<file path="src/scp_map.svh">
// Offsets, field positions, reset values and timing counts of the serializer control block.
// =====================================================================
// Overview of operation
// RQ1 - Power-down input high: transmitter runs normally with the serial link active.
// RQ2 - Power-down input low: transmitter enters its powered-down state.
// RQ3 - Powered down: both serial output legs high and the PLL shut down.
// RQ4 - Powered down: all control registers held at reset, bus settings discarded.
// RQ5 - Edge select high: parallel data and control captured on rising clock edge.
// RQ6 - Edge select low: parallel data and control captured on falling clock edge.
// RQ7 - Capture edge also settable through a bus-written register.
// RQ8 - Swing select high picks the large swing, low the small low-power swing.
// RQ9 - Output swing also settable through a bus-written control register.
// RQ10 - De-emphasis control left floating means de-emphasis disabled; the code has no pull-down and passes the pin on as it stands.
// RQ11 - De-emphasis enabled either by pin strap or by bus-written register.
// RQ12 - After power-down, settings start from pin straps until the bus writes them.
`ifndef SCP_MAP_SVH
`define SCP_MAP_SVH

// =====================================================================
// Register offsets.
`define SCP_ADDR_CTRL   8'h00
`define SCP_ADDR_STATUS 8'h01
`define SCP_ADDR_CAP0   8'h02
`define SCP_ADDR_CAP1   8'h03
`define SCP_ADDR_CAP2   8'h04
`define SCP_ADDR_CAP3   8'h05

// =====================================================================
// Field positions and reset values.
`define SCP_CTRL_EDGE    0
`define SCP_CTRL_SWING   1
`define SCP_CTRL_DEEMPH  2
`define SCP_ST_UP        0
`define SCP_ST_PLL       1
`define SCP_ST_RUN       2
`define SCP_ST_BUSY      3
`define SCP_ST_OVERRUN   4
`define SCP_CTRL_RESET   8'h00

// =====================================================================
// Timing.
`define SCP_CLK_NS       5
`define SCP_PLL_LOCK_NS  1000
`define SCP_PLL_LOCK_CYC ((`SCP_PLL_LOCK_NS + `SCP_CLK_NS - 1) / `SCP_CLK_NS)
`define SCP_FRAME_BITS   28

`endif

</file>
<file path="src/scp_pkg.sv">
// Types shared by the serializer control block.
package scp_pkg;

  // =====================================================================
  // Power sequencing states.
  typedef enum logic [1:0] {
    scp_down,
    scp_lock,
    scp_run
  } scp_pwr_t;

  typedef logic [26:0] scp_word_t;

endpackage : scp_pkg

</file>
<file path="src/scp_top.sv">
// Serializer configuration, power-down control and serial frame output.
`timescale 1ns/1ps
`include "scp_map.svh"
module scp_top
  import scp_pkg::*;
(
  input  wire logic        ref_clk,
  input  wire logic        reset,
  input  wire logic        power_down_n,
  input  wire logic        strobe_edge_select,
  input  wire logic        swing_select,
  input  wire logic        deemphasis_control,
  input  wire logic        parallel_clock_in,
  input  wire logic [23:0] par_data,
  input  wire logic [2:0]  par_ctrl,
  input  wire logic [7:0]  bus_addr,
  input  wire logic [7:0]  bus_wdata,
  input  wire logic        bus_wr,
  input  wire logic        bus_rd,
  output logic      [7:0]  bus_rdata,
  output logic             serial_out_p,
  output logic             serial_out_n,
  output logic             pll_enable,
  output logic             link_active,
  output logic             edge_rising,
  output logic             swing_high,
  output logic             deemph_enable
);

  // Lock wait in reference clock cycles; it must fit the eight-bit counter.
  localparam logic [7:0] LOCK_CYC = 8'(`SCP_PLL_LOCK_CYC);

  // =====================================================================
  // State.
  scp_pwr_t   pwr;
  scp_pwr_t   next_pwr;
  logic [7:0] lock_count;
  logic [7:0] ctrl;
  logic [7:0] next_ctrl;
  logic       overrun;
  logic       next_overrun;
  logic [7:0] next_rdata;

  // =====================================================================
  // Submodule outputs.
  scp_word_t cap_word;
  logic      cap_valid;
  logic      ser_bit;
  logic      ser_busy;

  // =====================================================================
  // Decode wires.
  // The pin is used as it stands; it is synchronous to ref_clk, so no
  // extra flip-flop delays the entry into power-down.
  wire powered   = power_down_n;                              // [RQ1]

  // Power state decode.
  wire in_down   = (pwr == scp_down);
  wire in_lock   = (pwr == scp_lock);
  wire in_run    = (pwr == scp_run);
  wire leave_dn  = in_down & powered;
  wire lock_done = in_lock & (lock_count == LOCK_CYC - 8'h01);

  // Register port decode; the bus is deaf until the down state is left,
  // so a write can never race the load from the straps.
  wire bus_live  = powered & ~in_down;
  wire wr_ctrl   = bus_wr & bus_live & (bus_addr == `SCP_ADDR_CTRL);
  wire wr_stat   = bus_wr & bus_live & (bus_addr == `SCP_ADDR_STATUS);

  // Frame path decode; a capture seen while a frame is still shifting is
  // lost rather than queued, since there is no buffer.
  wire run_next  = in_run & powered;
  wire drop      = cap_valid & ser_busy & in_run;
  wire clr_ovr   = wr_stat & bus_wdata[`SCP_ST_OVERRUN];

  // A floating de-emphasis strap is passed on as it stands here, with no pull-down, so it is not read low as off.
  wire strap_de  = deemphasis_control;                         // [RQ10]

  // Pin straps gathered into the control layout.
  wire [7:0] strap_ctrl = {
    5'h00,
    strap_de,                                                  // [RQ11]
    swing_select,                                              // [RQ8]
    strobe_edge_select                                         // [RQ5] [RQ6]
  };

  // =====================================================================
  // Power sequencing.
  // Power-down forces the down state at once; leaving it waits
  // for the PLL to settle before the link carries frames.
  // A pin bounce during locking sends the machine back to the start.
  always_comb begin
    next_pwr = pwr;
    if (!powered) begin
      next_pwr = scp_down;                                     // [RQ2]
    end else begin
      case (pwr)
        scp_down: next_pwr = scp_lock;
        scp_lock: next_pwr = lock_done ? scp_run : scp_lock;
        scp_run:  next_pwr = scp_run;
        default:  next_pwr = scp_down;
      endcase
    end
  end

  // State register.
  // Reset and power-down land in the same state, so both wake alike.
  always_ff @(posedge ref_clk or posedge reset) begin
    if (reset) begin
      pwr <= scp_down;
    end else begin
      pwr <= next_pwr;
    end
  end

  // PLL lock counter, cleared whenever not locking.
  // Clearing it outside the lock state restarts the full wait after every wake.
  always_ff @(posedge ref_clk or posedge reset) begin
    if (reset) begin
      lock_count <= '0;
    end else if (in_lock & powered & ~lock_done) begin
      lock_count <= lock_count + 8'h01;
    end else begin
      lock_count <= '0;
    end
  end

  // =====================================================================
  // Control register.
  // Held at reset while powered down, loaded from straps on the
  // way out, and afterwards owned by bus writes.
  // A bus write cannot meet the strap load in one cycle: the bus is deaf while down.
  always_comb begin
    next_ctrl = ctrl;
    if (!powered || in_down) begin
      next_ctrl = `SCP_CTRL_RESET;                             // [RQ4]
    end
    if (leave_dn) begin
      next_ctrl = strap_ctrl;                                  // [RQ12]
    end
    if (wr_ctrl) begin
      next_ctrl = {5'h00, bus_wdata[2:0]};                     // [RQ7] [RQ9] [RQ11]
    end
  end

  // Control register storage.
  // The reset value and the power-down value agree, so software sees one default.
  always_ff @(posedge ref_clk or posedge reset) begin
    if (reset) begin
      ctrl <= `SCP_CTRL_RESET;
    end else begin
      ctrl <= next_ctrl;
    end
  end

  // =====================================================================
  // Overrun flag.
  // A frame request arriving while the shifter is busy is dropped and
  // noted; a new drop in the clearing cycle keeps the flag set.
  // The power-down clear is applied last, so no flag survives a power cycle.
  always_comb begin
    next_overrun = overrun;
    if (clr_ovr) begin
      next_overrun = 1'b0;
    end
    if (drop) begin
      next_overrun = 1'b1;
    end
    if (!powered || in_down) begin
      next_overrun = 1'b0;                                     // [RQ4]
    end
  end

  // Overrun flag storage.
  always_ff @(posedge ref_clk or posedge reset) begin
    if (reset) begin
      overrun <= 1'b0;
    end else begin
      overrun <= next_overrun;
    end
  end

  // =====================================================================
  // Parallel capture and frame shifting.
  // Capture is held off outside the run state, so no word taken while the
  // PLL settles is ever framed.
  scp_capture u_capture (
    .ref_clk           (ref_clk),
    .reset             (reset),
    .hold              (~run_next),
    .parallel_clock_in (parallel_clock_in),
    .edge_rising       (ctrl[`SCP_CTRL_EDGE]),
    .par_data          (par_data),
    .par_ctrl          (par_ctrl),
    .cap_word          (cap_word),
    .cap_valid         (cap_valid)
  );

  // Leaving the run state aborts a frame at once; the legs then sit high.
  // A capture that meets a busy shifter is not loaded and shows as overrun.
  scp_shifter u_shifter (
    .ref_clk (ref_clk),
    .reset   (reset),
    .enable  (run_next),
    .load    (cap_valid),
    .word    (cap_word),
    .ser_bit (ser_bit),
    .busy    (ser_busy)
  );

  // =====================================================================
  // Register read mux.
  // Unmapped offsets read as zero. Reads have no side effects, so
  // software may poll the status at any rate.
  wire [7:0] status = {
    3'h0,
    overrun,
    ser_busy,
    in_run,
    pll_enable,
    ~in_down
  };

  // Captured word split into the byte-wide readback offsets.
  wire [7:0] cap_b0 = cap_word[7:0];
  wire [7:0] cap_b1 = cap_word[15:8];
  wire [7:0] cap_b2 = cap_word[23:16];
  wire [7:0] cap_b3 = {5'h00, cap_word[26:24]};

  // Read data selection by offset.
  always_comb begin
    next_rdata = 8'h00;
    if (bus_rd) begin
      case (bus_addr)
        `SCP_ADDR_CTRL:   next_rdata = ctrl;
        `SCP_ADDR_STATUS: next_rdata = status;
        `SCP_ADDR_CAP0:   next_rdata = cap_b0;
        `SCP_ADDR_CAP1:   next_rdata = cap_b1;
        `SCP_ADDR_CAP2:   next_rdata = cap_b2;
        `SCP_ADDR_CAP3:   next_rdata = cap_b3;
        default:          next_rdata = 8'h00;
      endcase
    end
  end

  // Read data register, valid only in the cycle after the strobe.
  // Without a strobe it falls back to zero, so stale data never lingers.
  always_ff @(posedge ref_clk or posedge reset) begin
    if (reset) begin
      bus_rdata <= 8'h00;
    end else begin
      bus_rdata <= next_rdata;
    end
  end

  // =====================================================================
  // Serial outputs and PLL control.
  // Powered down both legs sit high; while locking the line idles low.
  // Each pin value is chosen here and only registered below, so every
  // pin leaves a flip-flop and the driver never sees a decode glitch.
  wire next_out_p = powered ? (in_run & ser_bit) : 1'b1;      // [RQ1] [RQ3]
  wire next_out_n = powered ? ~(in_run & ser_bit) : 1'b1;     // [RQ3]
  wire next_pll   = powered;                                  // [RQ3]
  wire next_link  = powered & in_run;                         // [RQ1] [RQ2]

  // Serial leg registers.
  always_ff @(posedge ref_clk or posedge reset) begin
    if (reset) begin
      serial_out_p <= 1'b1;
      serial_out_n <= 1'b1;
    end else begin
      serial_out_p <= next_out_p;
      serial_out_n <= next_out_n;
    end
  end

  // PLL enable and link status registers.
  always_ff @(posedge ref_clk or posedge reset) begin
    if (reset) begin
      pll_enable  <= 1'b0;
      link_active <= 1'b0;
    end else begin
      pll_enable  <= next_pll;
      link_active <= next_link;
    end
  end

  // Settings follow next_ctrl, so the pins change on the edge that loads
  // the control register.
  wire next_edge   = next_ctrl[`SCP_CTRL_EDGE];               // [RQ7]
  wire next_swing  = next_ctrl[`SCP_CTRL_SWING];              // [RQ8] [RQ9]
  wire next_deemph = next_ctrl[`SCP_CTRL_DEEMPH];             // [RQ11]

  // Settings driven to the analog driver and the capture path.
  always_ff @(posedge ref_clk or posedge reset) begin
    if (reset) begin
      edge_rising   <= 1'b0;
      swing_high    <= 1'b0;
      deemph_enable <= 1'b0;
    end else begin
      edge_rising   <= next_edge;
      swing_high    <= next_swing;
      deemph_enable <= next_deemph;
    end
  end

endmodule : scp_top

</file>
<file path="src/scp_capture.sv">
// Parallel input capture on the selected edge of the parallel clock.
`timescale 1ns/1ps
module scp_capture
  import scp_pkg::*;
(
  input  wire logic        ref_clk,
  input  wire logic        reset,
  input  wire logic        hold,
  input  wire logic        parallel_clock_in,
  input  wire logic        edge_rising,
  input  wire logic [23:0] par_data,
  input  wire logic [2:0]  par_ctrl,
  output scp_word_t        cap_word,
  output logic             cap_valid
);

  logic clk_prev;
  wire  rise_seen;
  wire  fall_seen;
  wire  take;

  // Edge detection on the sampled parallel clock.
  assign rise_seen = parallel_clock_in & ~clk_prev;
  assign fall_seen = ~parallel_clock_in & clk_prev;
  assign take      = ~hold & (edge_rising ? rise_seen : fall_seen); // [RQ5] [RQ6]

  // Latch the data and control inputs on the chosen edge.
  always_ff @(posedge ref_clk or posedge reset) begin
    if (reset) begin
      clk_prev  <= 1'b0;
      cap_word  <= '0;
      cap_valid <= 1'b0;
    end else begin
      clk_prev  <= parallel_clock_in;
      cap_valid <= take;
      if (take) begin
        cap_word <= {par_ctrl, par_data};
      end
    end
  end

endmodule : scp_capture

</file>
<file path="src/scp_shifter.sv">
// Frame shifter: one start bit followed by the captured word, MSB first.
`timescale 1ns/1ps
`include "scp_map.svh"
module scp_shifter
  import scp_pkg::*;
(
  input  wire logic      ref_clk,
  input  wire logic      reset,
  input  wire logic      enable,
  input  wire logic      load,
  input  scp_word_t      word,
  output logic           ser_bit,
  output logic           busy
);

  localparam logic [4:0] LAST = 5'(`SCP_FRAME_BITS - 1);

  logic [27:0] shreg;
  logic [4:0]  count;
  wire         start;

  // A new frame starts only when idle and enabled.
  assign start = enable & load & ~busy;

  // Shift register and bit counter; disabling aborts a frame.
  always_ff @(posedge ref_clk or posedge reset) begin
    if (reset) begin
      shreg   <= '0;
      count   <= '0;
      busy    <= 1'b0;
      ser_bit <= 1'b0;
    end else if (!enable) begin
      shreg   <= '0;
      count   <= '0;
      busy    <= 1'b0;
      ser_bit <= 1'b0;
    end else if (start) begin
      shreg   <= {1'b1, word};
      count   <= '0;
      busy    <= 1'b1;
      ser_bit <= 1'b0;
    end else if (busy) begin
      ser_bit <= shreg[27];
      shreg   <= {shreg[26:0], 1'b0};
      count   <= count + 5'h01;
      busy    <= (count != LAST);
    end else begin
      ser_bit <= 1'b0;
    end
  end

endmodule : scp_shifter

</file>
<file path="config.mk">
export PLATFORM = sky130hd
export DESIGN_NAME = scp_top
export DESIGN_NICKNAME = d
export VERILOG_FILES = /design/src/scp_pkg.sv /design/src/scp_top.sv /design/src/scp_capture.sv /design/src/scp_shifter.sv
export VERILOG_INCLUDE_DIRS = /design/src /design/src/src
export SDC_FILE = /design/constraint.sdc
export NUM_CORES = 1
export LEC_CHECK = 0
export BUFFER_PORTS_ARGS = -buffer_cell sky130_fd_sc_hd__buf_4
export CORE_MARGIN = 4
export CORE_UTILIZATION = 35
export CTS_CLUSTER_SIZE = 12
export DETAILED_ROUTE_END_ITERATION = 12
export GPL_TIMING_DRIVEN = 0
export MAX_ROUTING_LAYER = met4
export PLACE_DENSITY = 0.63
export SLEW_MARGIN = 20
export SYNTH_ARGS = -nofsm -noshare
export SYNTH_HDL_FRONTEND = slang
export SYNTH_SLANG_ARGS = --single-unit
</file>
<file path="constraint.sdc">
create_clock -name ref_clk -period 2.4 [get_ports ref_clk]
set_clock_uncertainty 0.15 [all_clocks]
set_input_delay 0.12 -clock ref_clk [delete_from_list [all_inputs] [get_ports ref_clk]]
set_output_delay 0.12 -clock ref_clk [all_outputs]
set_load 0.01 [all_outputs]
</file>
==> results.yml, run 1 <==
cts:
  htreeDepth: 3
  cts_resized: 0
  cts_tree: "built"
  ctsHoldBuffers: 35
  cts_inserted_buffers: 9
  cts_post_setup_buffers_inserted: 0
  cts.path.max_buffers: 2
  root_buffer: "clkbuf_16"
  clock_latency_ns: 0.34
  cts_sinks: 90
  clk_transition_reported_paths_ns: 0.06
yosys:
  synth.area.mux_share_pct: 25.71
  synth_compound_area_share_pct: 6.306
  async_reset_ff_share_pct: 100.0
  synth_area_sq_mm: 0.004345
  synth_adder_area_share_pct: 0.5759
  synth_edf_count: 0
  synth_top_family_by_area: "multiplexers"
  synthSimpleGateAreaFrac_pct: 11.58
  syn-num-nets: 412
  post-synth-top-area-fraction_pct: 50.68
  syn_avg_cell_area_sq_um: 12.14
  synth_most_common_cell: "dfrtp_1"
  synth_top_cell_by_area: "dfrtp_1"
  postSynthCellCount: 358
  ys_warn_count: 0
  synth_area_leaders: "dfrtp_1 (51%), mux2_2 (12%), mux2_4 (6.6%)"
  synth-main-ff-cell: "dfrtp_1"
  yosysUniqueCellTypes: 45
  synth_seq_cells: 90
  yosysSeqAreaShare_pct: 51.89
  synth_common_cells: "dfrtp_1 (88), mux2_2 (47), nor2_1 (40)"
  synth_xor_area_share_pct: 0.6047
global_routing:
  grt_antenna_before_repair: 0
  grtUsageMet2_pct: 25.19
  gr-total-overflow: 0
  top_usage_layer: "met2"
  grt_pass1_wl_mm: 17.41
  grt_max_degree: 34
  track_usage_pct: 15.81
  grt.met1_usage_pct: 20.59
  grtUsageMet3_pct: 3.419
  grt_pass1_vias: 3372
floorplanning:
  die_w_microns: 119.4
  num_rows: 40
  core-area_sq_mm: 0.01206
  die_area_sq_mm: 0.01426
  pin_count: 67
  die_h_microns: 119.4
  initial_core_util_pct: 36.03
outcome:
  outcome: "finished, final reports clean"
timing:
  setup_ws_ns: 0.3110
  rsz0062_at_grt: "false"
  tns_ns: 0
  drv_slew: 0
  relSlewSlack_pct: 50.41
  fin_crit_sh_pct: 87.04
  whs_ns: 0.09471
  period_needed_ns: 2.089
  fmax_mhz: 478.7
  hold_violations: 0
  setup_viol: 0
  worst_pin_slew_ns: 0.7439
pwr:
  p_sw_uw: 653.0
  p_leak_nw: 2.496
  cellPowerDensity_mw_per_mm2: 564.2
  pwr-share-seq_pct: 47.5
  p_sw_share_pct: 20.25
  p_int_mw: 2.571
  clkPwrFrac_pct: 46.1
  comb_power_share_pct: 6.4
  irDropWorstVdd_uv: 320.2
  design_power_total_mw: 3.224
layout:
  synthToLayoutAreaGrowth_pct: 31.53
  drive_above_1_share_pct: 34.04
  utilization_pct: 47.39
  final_area_sq_mm: 0.005715
  num_antenna_cells: 0
  stdcell_count: 638
  nets: 521
worst_setup_path:
  cp_max_fo: 10
  r2r_start: "ctrl[0]"
  rr_endpoint: "u_capture.cap_word[10]"
  start_kind: "flip-flop"
  crit_arrival_ns: 2.15
  critical_path_required_ns: 2.47
  crit_type: "flip-flop to flip-flop"
  r2r_slack_ns: 0.31
  setup.worst_path.end_class: "flip-flop"
  reg2reg_depth: 4
route:
  drt.antenna.violating_nets: 0
  first_iter_violations: 165
  vias: 3102
  first_pass_iters: 4
  wirelength_mm: 10.28
  drc: 0
  viasPerCell: 4.862
  wl_per_cell_microns: 16.11
hold_path:
  hp-class: "primary input to flip-flop"
  worst_hold_path.num_cells: 4
  worstHoldStart: "bus_addr[1]"
  hold_path_end: "bus_rdata[2]"
placed_design:
  place.port_buffers: 61
  dp_cells: 589
  place_congestion: 0.7903
  pre_cts_slack_ns: 0.2944
  placed_cell_area_sq_mm: 0.005057
  dp_hpwl_mm: 7.432
job:
  drv_cap: 0
==> registers in the layout, indices dropped and copies added, names as in the netlist <==
name and cells:
u_shifter.shreg 28, u_capture.cap_word 27, bus_rdata 8, lock_count 8
u_shifter.count 5, ctrl 3, pwr 2, link_active 1
overrun 1, pll_enable 1, serial_out_n 1, serial_out_p 1
u_capture.cap_valid 1, u_capture.clk_prev 1, u_shifter.busy 1, u_shifter.ser_bit 1
==> critical path, stage by stage (launching register included) <==
cell     delay (ns)
dfrtp_1        0.45
or3b_4         0.43
a21oi_4        0.41
buf_12         0.21
mux2_4         0.31
==> final cells by class <==
cell class / instances / area, sq um
fill: 1087 / 6346
sequential: 90 / 2255
multi-input combinational: 240 / 1946
timing repair buffer: 98 / 848.3
clock buffer: 11 / 242.7
tap: 168 / 210.2
buffer: 20 / 115.1
clock inverter: 3 / 65.06
inverter: 8 / 33.78
==> cell usage in the layout (no fill, tap or decap), types with 2 or more instances in the layout <==
cell,netlist,routed
a21o_1,2,2
a21oi_1,14,14
a221oi_1,2,2
a22oi_1,3,3
a32oi_1,3,3
a41oi_1,2,2
buf_1,2,2
buf_12,2,4
buf_2,6,6
buf_4,0,61
bufinv_16,0,2
clkbuf_1,10,11
clkbuf_16,0,9
dfrtp_1,88,88
dfstp_2,2,2
dlygate4sd3_1,0,35
ha_1,2,2
inv_1,8,7
mux2_2,47,47
mux2_4,19,19
mux2i_1,28,28
nand2_1,10,10
nand3_1,8,8
nand3b_1,7,7
nor2_1,40,40
nor2b_1,5,5
nor3_1,10,10
nor3b_1,2,2
o21a_1,2,2
o21ai_0,10,10
or3_1,3,3
or3b_2,3,3
xor2_1,2,2
==> cells by family after synthesis <==
| family | Yosys count |
|---|---|
| flops | 90 |
| mux | 95 |
| simple gates | 98 |
| compound gates | 42 |
| buf+inv | 28 |
| xor+xnor | 3 |
| fa+ha+maj | 2 |
==> power by group through the flow <==
stage	Sequential, mW	Combinational [mW]	Clock, mW
after floorplan	1.56	0.0651	0
after global placement	1.56	0.156	0
after detailed placement	1.56	0.166	0
after CTS	1.53	0.211	1.51
after global routing	1.53	0.230	1.59
final	1.53	0.207	1.48
==> how the worst max path moves through the flow <==
stage	startpoint	endpoint	slack, ns	cells after the start
2_1_floorplan	ctrl[0]	u_capture.cap_word[10]	0.47	4
3_5_place_dp	ctrl[0]	u_capture.cap_word[10]	0.29	4
5_1_grt	u_capture.cap_valid	overrun	0.21	6
6_report	ctrl[0]	u_capture.cap_word[10]	0.31	4
4_1_cts	ctrl[0]	u_capture.cap_word[10]	0.28	4
3_3_place_gp	ctrl[0]	u_capture.cap_word[26]	0.34	4
==> routing by layer <==
layer	wire length (microns)	up-vias	part of all wire (%)
li1	-	1492	-
met4	95	0	0.92
met3	363	10	3.5
met1	4836	1538	47
met5	0	-	0
met2	4985	62	48
(Power assumes the default switching activity.)
==> run 2: changes to the inputs <==
--- a/config.mk
+++ b/config.mk
@@ -11,9 +11,10 @@
 export CORE_UTILIZATION = 35
 export CTS_CLUSTER_SIZE = 12
 export DETAILED_ROUTE_END_ITERATION = 12
+export GPL_ROUTABILITY_DRIVEN = 0
 export GPL_TIMING_DRIVEN = 0
 export MAX_ROUTING_LAYER = met4
-export PLACE_DENSITY = 0.63
+export PLACE_DENSITY = 0.61
 export SLEW_MARGIN = 20
 export SYNTH_ARGS = -nofsm -noshare
 export SYNTH_HDL_FRONTEND = slang
==> constraint.sdc (replaced) <==
create_clock -name ref_clk -period 2.1 [get_ports ref_clk]
set_clock_uncertainty 0.15 [all_clocks]
set_input_delay 0.105 -clock ref_clk [delete_from_list [all_inputs] [get_ports ref_clk]]
set_output_delay 0.105 -clock ref_clk [all_outputs]
set_load 0.01 [all_outputs]
==> results.yml, run 2 (synthesized netlist as in run 1, its figures left out) <==
timing:
  period_needed_ns: 2.007
  setup_ws_ns: 0.09322
  setup_viol: 0
  rsz0062_at_grt: "true"
  fin_crit_sh_pct: 95.56
  worst_pin_slew_ns: 0.7341
  drv_slew: 0
  relSlewSlack_pct: 51.06
  fmax_mhz: 498.3
  hold_violations: 0
  tns_ns: 0
worst_setup_path:
  start_kind: "flip-flop"
  reg2reg_depth: 5
  critical_path_required_ns: 2.17
  r2r_slack_ns: 0.09
  crit_arrival_ns: 2.08
  setup.worst_path.end_class: "flip-flop"
  cp_slowest_stage_delay_ns: 0.55
  rr_endpoint: "overrun"
  path_cells: "clkbuf_1 -> nand3b_1 -> nand3_1 -> o21a_1 -> dlygate4sd3_1"
  crit_type: "flip-flop to flip-flop"
  cp_max_fo: 10
  slowest_stage: "dlygate4sd3_1"
  r2r_start: "pwr[0]"
placed_design:
  place.port_buffers: 61
  placed_cell_area_sq_mm: 0.005077
  pre_cts_slack_ns: 0.01347
  dp_hpwl_mm: 7.412
global_routing:
  track_usage_pct: 15.54
  grt_max_degree: 33
  grt_pass1_wl_mm: 17.06
  grt_pass1_vias: 3256
  gr-total-overflow: 0
  grt_antenna_before_repair: 0
floorplanning:
  die_h_microns: 119.4
  initial_core_util_pct: 36.03
  num_rows: 40
  die_area_sq_mm: 0.01426
  pin_count: 67
  die_w_microns: 119.4
  core-area_sq_mm: 0.01206
cts:
  clock_latency_ns: 0.34
  root_buffer: "clkbuf_16"
  clk_transition_reported_paths_ns: 0.06
  cts.path.max_buffers: 2
  htreeDepth: 3
  cts_sinks: 90
  cts_tree: "built"
  cts_inserted_buffers: 9
hold_path:
  hold_path_end: "bus_rdata[2]"
  worstHoldStart: "bus_addr[1]"
  hp-class: "primary input to flip-flop"
  worst_hold_path.num_cells: 4
pwr:
  p_leak_nw: 2.530
  design_power_total_mw: 3.687
  cellPowerDensity_mw_per_mm2: 638.1
  irDropWorstVdd_uv: 320.8
outcome:
  outcome: "finished, final reports clean"
route:
  first_pass_iters: 4
  drt.antenna.violating_nets: 0
  wl_per_cell_microns: 15.79
  vias: 3144
  wirelength_mm: 10.17
  drc: 0
  viasPerCell: 4.882
  first_iter_violations: 150
layout:
  final_area_sq_mm: 0.005778
  utilization_pct: 47.90
  drive_above_1_share_pct: 34.87
  num_antenna_cells: 0
  mostFrequentLayoutCells: "dfrtp_1 (88), buf_4 (63), mux2_2 (47)"
  largest_register_ff_count: 28
  synthToLayoutAreaGrowth_pct: 32.97
  reg.largest.list: "u_shifter.shreg x28, u_capture.cap_word x27"
  fillerInstances: 1104
  layout_commonest_cell: "dfrtp_1"
  largest-register: "u_shifter.shreg"
  nets: 525
job:
  drv_cap: 0
## run 2: cell count changes in the layout (fill, tap and decap cells not counted)
cell and change:
clkinv_4 +1, buf_4 +2, clkbuf_2 +1, clkbuf_8 -1, clkbuf_4 +1, clkinv_2 +1, buf_12 +2, buf_2 -1
## run 2: worst max-delay path by stage
stage | start | end | slack (ns) | depth (start not counted)
detailed placement | ctrl[0] | u_capture.cap_word[8] | 0.01 | 4
finish | pwr[0] | overrun | 0.09 | 5
floorplan | ctrl[0] | u_capture.cap_word[10] | 0.17 | 4
global placement | ctrl[0] | u_capture.cap_word[12] | 0.03 | 4
global route | pwr[0] | overrun | -0.005 | 5
CTS | pwr[0] | u_capture.cap_word[10] | 0.007 | 4
## run 2: critical path, delay by kind of cell (launching register included)
family | cells | cell delay [ns]
flops | 1 | 0.38
simple gates | 2 | 0.27
compound gates | 1 | 0.18
buf+inv | 2 | 0.91
## run 2: what timing repair did
action / 4_1_cts / 5_1_grt
hold endpoints to repair: 69 / 0
endpoints found under the setup margin: 3 / 20
hold buffers: 35 / 0
resized for setup: 0 / 3
buffers inserted: 0 / 3
pin swaps: 1 / 0
## run 2: power breakdown
part | internal, mW | switching [mW] | total [mW]
Combinational | 0.139 | 0.103 | 0.242
Sequential | 1.74 | 0.00798 | 1.75
Clock | 1.04 | 0.653 | 1.69
Total | 2.92 | 0.764 | 3.69
## run 2: metrics by stage
stage / instances / hold WS [ns]
floorplan: 358 / -0.01357
global placement: 587 / 0.08632
detailed placement: 590 / -0.07340
CTS: 641 / 0.06176
global route: 644 / 0.1145
finish: 644 / 0.05619
## run 2: cell type report
cell class	count	area, sq um	share of cell area (%)
Sequential cell	90	2255	39.02
Multi-Input combinational cell	240	1946	33.67
Timing Repair Buffer	102	903.4	15.63
Clock buffer	11	232.7	4.028
Tap cell	168	210.2	3.638
Buffer	20	118.9	2.057
Clock inverter	5	78.83	1.364
Inverter	8	33.78	0.5847
## run 2: routing by layer
metal / part of all wire, % / GRT usage (%)
met5: 0 / -
met4: 1.0 / 3.865
met3: 3.7 / 3.799
met2: 47 / 24.16
met1: 48 / 20.56
==> run 3: changes to the inputs <==
--- a/config.mk
+++ b/config.mk
@@ -15,6 +15,7 @@
 export GPL_TIMING_DRIVEN = 0
 export MAX_ROUTING_LAYER = met4
 export PLACE_DENSITY = 0.61
+export RECOVER_POWER = 100
 export SLEW_MARGIN = 20
 export SYNTH_ARGS = -nofsm -noshare
 export SYNTH_HDL_FRONTEND = slang
==> results.yml, run 3 (synthesized netlist as in run 1, its figures left out) <==
outcome:
  outcome: "finished, final reports clean"
pwr:
  p_int_mw: 2.914
  p_sw_uw: 755.8
  comb_power_share_pct: 6.3
  design_power_total_mw: 3.670
  cellPowerDensity_mw_per_mm2: 649.5
  p_leak_nw: 2.460
  clkPwrFrac_pct: 46.0
  pwr-share-seq_pct: 47.7
  irDropWorstVdd_uv: 320.8
  p_sw_share_pct: 20.59
timing:
  setup_viol: 0
  relSlewSlack_pct: 51.42
  period_needed_ns: 2.007
  worst_pin_slew_ns: 0.7287
  tns_ns: 0
  drv_slew: 0
  fmax_mhz: 498.2
  fin_crit_sh_pct: 95.57
  hold_violations: 0
  setup_ws_ns: 0.09295
  rsz0062_at_grt: "true"
cts:
  htreeDepth: 3
  cts_tree: "built"
  cts_sinks: 90
  clock_latency_ns: 0.34
  cts_inserted_buffers: 9
  cts.path.max_buffers: 2
  root_buffer: "clkbuf_16"
  clk_transition_reported_paths_ns: 0.06
global_routing:
  grt_antenna_before_repair: 0
  grtUsageMet2_pct: 24.16
  grt_max_degree: 33
  grt_pass1_wl_mm: 17.06
  track_usage_pct: 15.54
  grtUsageMet3_pct: 3.799
  grt.met1_usage_pct: 20.56
  top_usage_layer: "met2"
  grt_pass1_vias: 3256
  gr-total-overflow: 0
hold_path:
  worst_hold_path.num_cells: 4
  hold_path_end: "bus_rdata[2]"
  hp-class: "primary input to flip-flop"
  worstHoldStart: "bus_addr[1]"
route:
  viasPerCell: 4.879
  first_pass_iters: 4
  vias: 3142
  first_iter_violations: 131
  drc: 0
  wirelength_mm: 10.14
  drt.antenna.violating_nets: 0
  wl_per_cell_microns: 15.75
floorplanning:
  die_h_microns: 119.4
  die_w_microns: 119.4
  pin_count: 67
  die_area_sq_mm: 0.01426
  core-area_sq_mm: 0.01206
  initial_core_util_pct: 36.03
  num_rows: 40
job:
  drv_cap: 0
placed_design:
  placed_cell_area_sq_mm: 0.005077
  place.port_buffers: 61
  pre_cts_slack_ns: 0.01347
  dp_cells: 590
  dp_hpwl_mm: 7.412
layout:
  synthToLayoutAreaGrowth_pct: 30.03
  drive_above_1_share_pct: 29.41
  largest-register: "u_shifter.shreg"
  mostFrequentLayoutCells: "dfrtp_1 (88), mux2_2 (47), buf_4 (43)"
  largest_register_ff_count: 28
  stdcell_count: 644
  num_antenna_cells: 0
  layout_commonest_cell: "dfrtp_1"
  final_area_sq_mm: 0.005650
  reg.largest.list: "u_shifter.shreg x28, u_capture.cap_word x27"
  fillerInstances: 1134
  nets: 525
worst_setup_path:
  start_kind: "flip-flop"
  r2r_slack_ns: 0.09
  reg2reg_depth: 5
  r2r_start: "pwr[0]"
  rr_endpoint: "u_capture.cap_word[1]"
  crit_type: "flip-flop to flip-flop"
  cp_max_fo: 10
  setup.worst_path.end_class: "flip-flop"
  crit_arrival_ns: 2.08
  critical_path_required_ns: 2.18
-- run 3: cell types whose count changed in the layout (fill, tap and decap cells not counted), sizes merged --
cell    previous run  this run
clkbuf            22        43
buf               76        55
-- run 3: per-layer routing --
layer	wire [microns]	part of all wire [%]
met1	4843	48
met2	4782	47
met3	413	4.1
met4	102	1.0
met5	0	0
-- run 3: layout make-up --
cell class | instances | area [sq um] | area share (%)
Buffer | 20 | 113.9 | 2.015
Timing Repair Buffer | 102 | 828.3 | 14.66
Inverter | 8 | 31.28 | 0.5536
Clock inverter | 5 | 78.83 | 1.395
Clock buffer | 11 | 232.7 | 4.119
Tap cell | 168 | 210.2 | 3.720
Sequential cell | 90 | 2255 | 39.90
Multi-Input combinational cell | 240 | 1901 | 33.64
-- run 3: through the flow --
step | util, % | hold WS (ns)
finish | 46.85 | 0.05422
CTS | 47.58 | 0.06176
global placement | 41.60 | 0.08632
detailed placement | 42.10 | -0.07340
global route | 46.85 | 0.1145
floorplan | - | -0.01357
-- run 3: worst max path at each step --
stage	from	endpoint	slack, ns
finish	pwr[0]	u_capture.cap_word[1]	0.09
global route	pwr[0]	overrun	-0.005
CTS	pwr[0]	u_capture.cap_word[10]	0.007
detailed placement	ctrl[0]	u_capture.cap_word[8]	0.01
global placement	ctrl[0]	u_capture.cap_word[12]	0.03
floorplan	ctrl[0]	u_capture.cap_word[10]	0.17
-- run 3: repair_timing --
item	in CTS	in global routing
setup buffers	0	3
endpoints found under the hold margin	69	0
setup endpoints to repair	3	20
hold buffers	35	0
resized for setup	0	3
pin swaps	1	0
-- run 3: worst max-delay path: stages (launching register included) --
cell and delay [ns]:
dfrtp_1 0.40, nand3b_2 0.38, a21oi_1 0.31, buf_12 0.18, buf_8 0.16, mux2_4 0.30
-- run 3: power groups by stage --
stage                     clock network [mW]  registers (mW)  logic (mW)
after floorplan                            0            1.78      0.0744
after CTS                               1.75            1.75       0.247
after detailed placement                   0            1.78       0.196
after global routing                    1.82            1.75       0.257
after global placement                     0            1.78       0.178
final                                   1.69            1.75       0.230
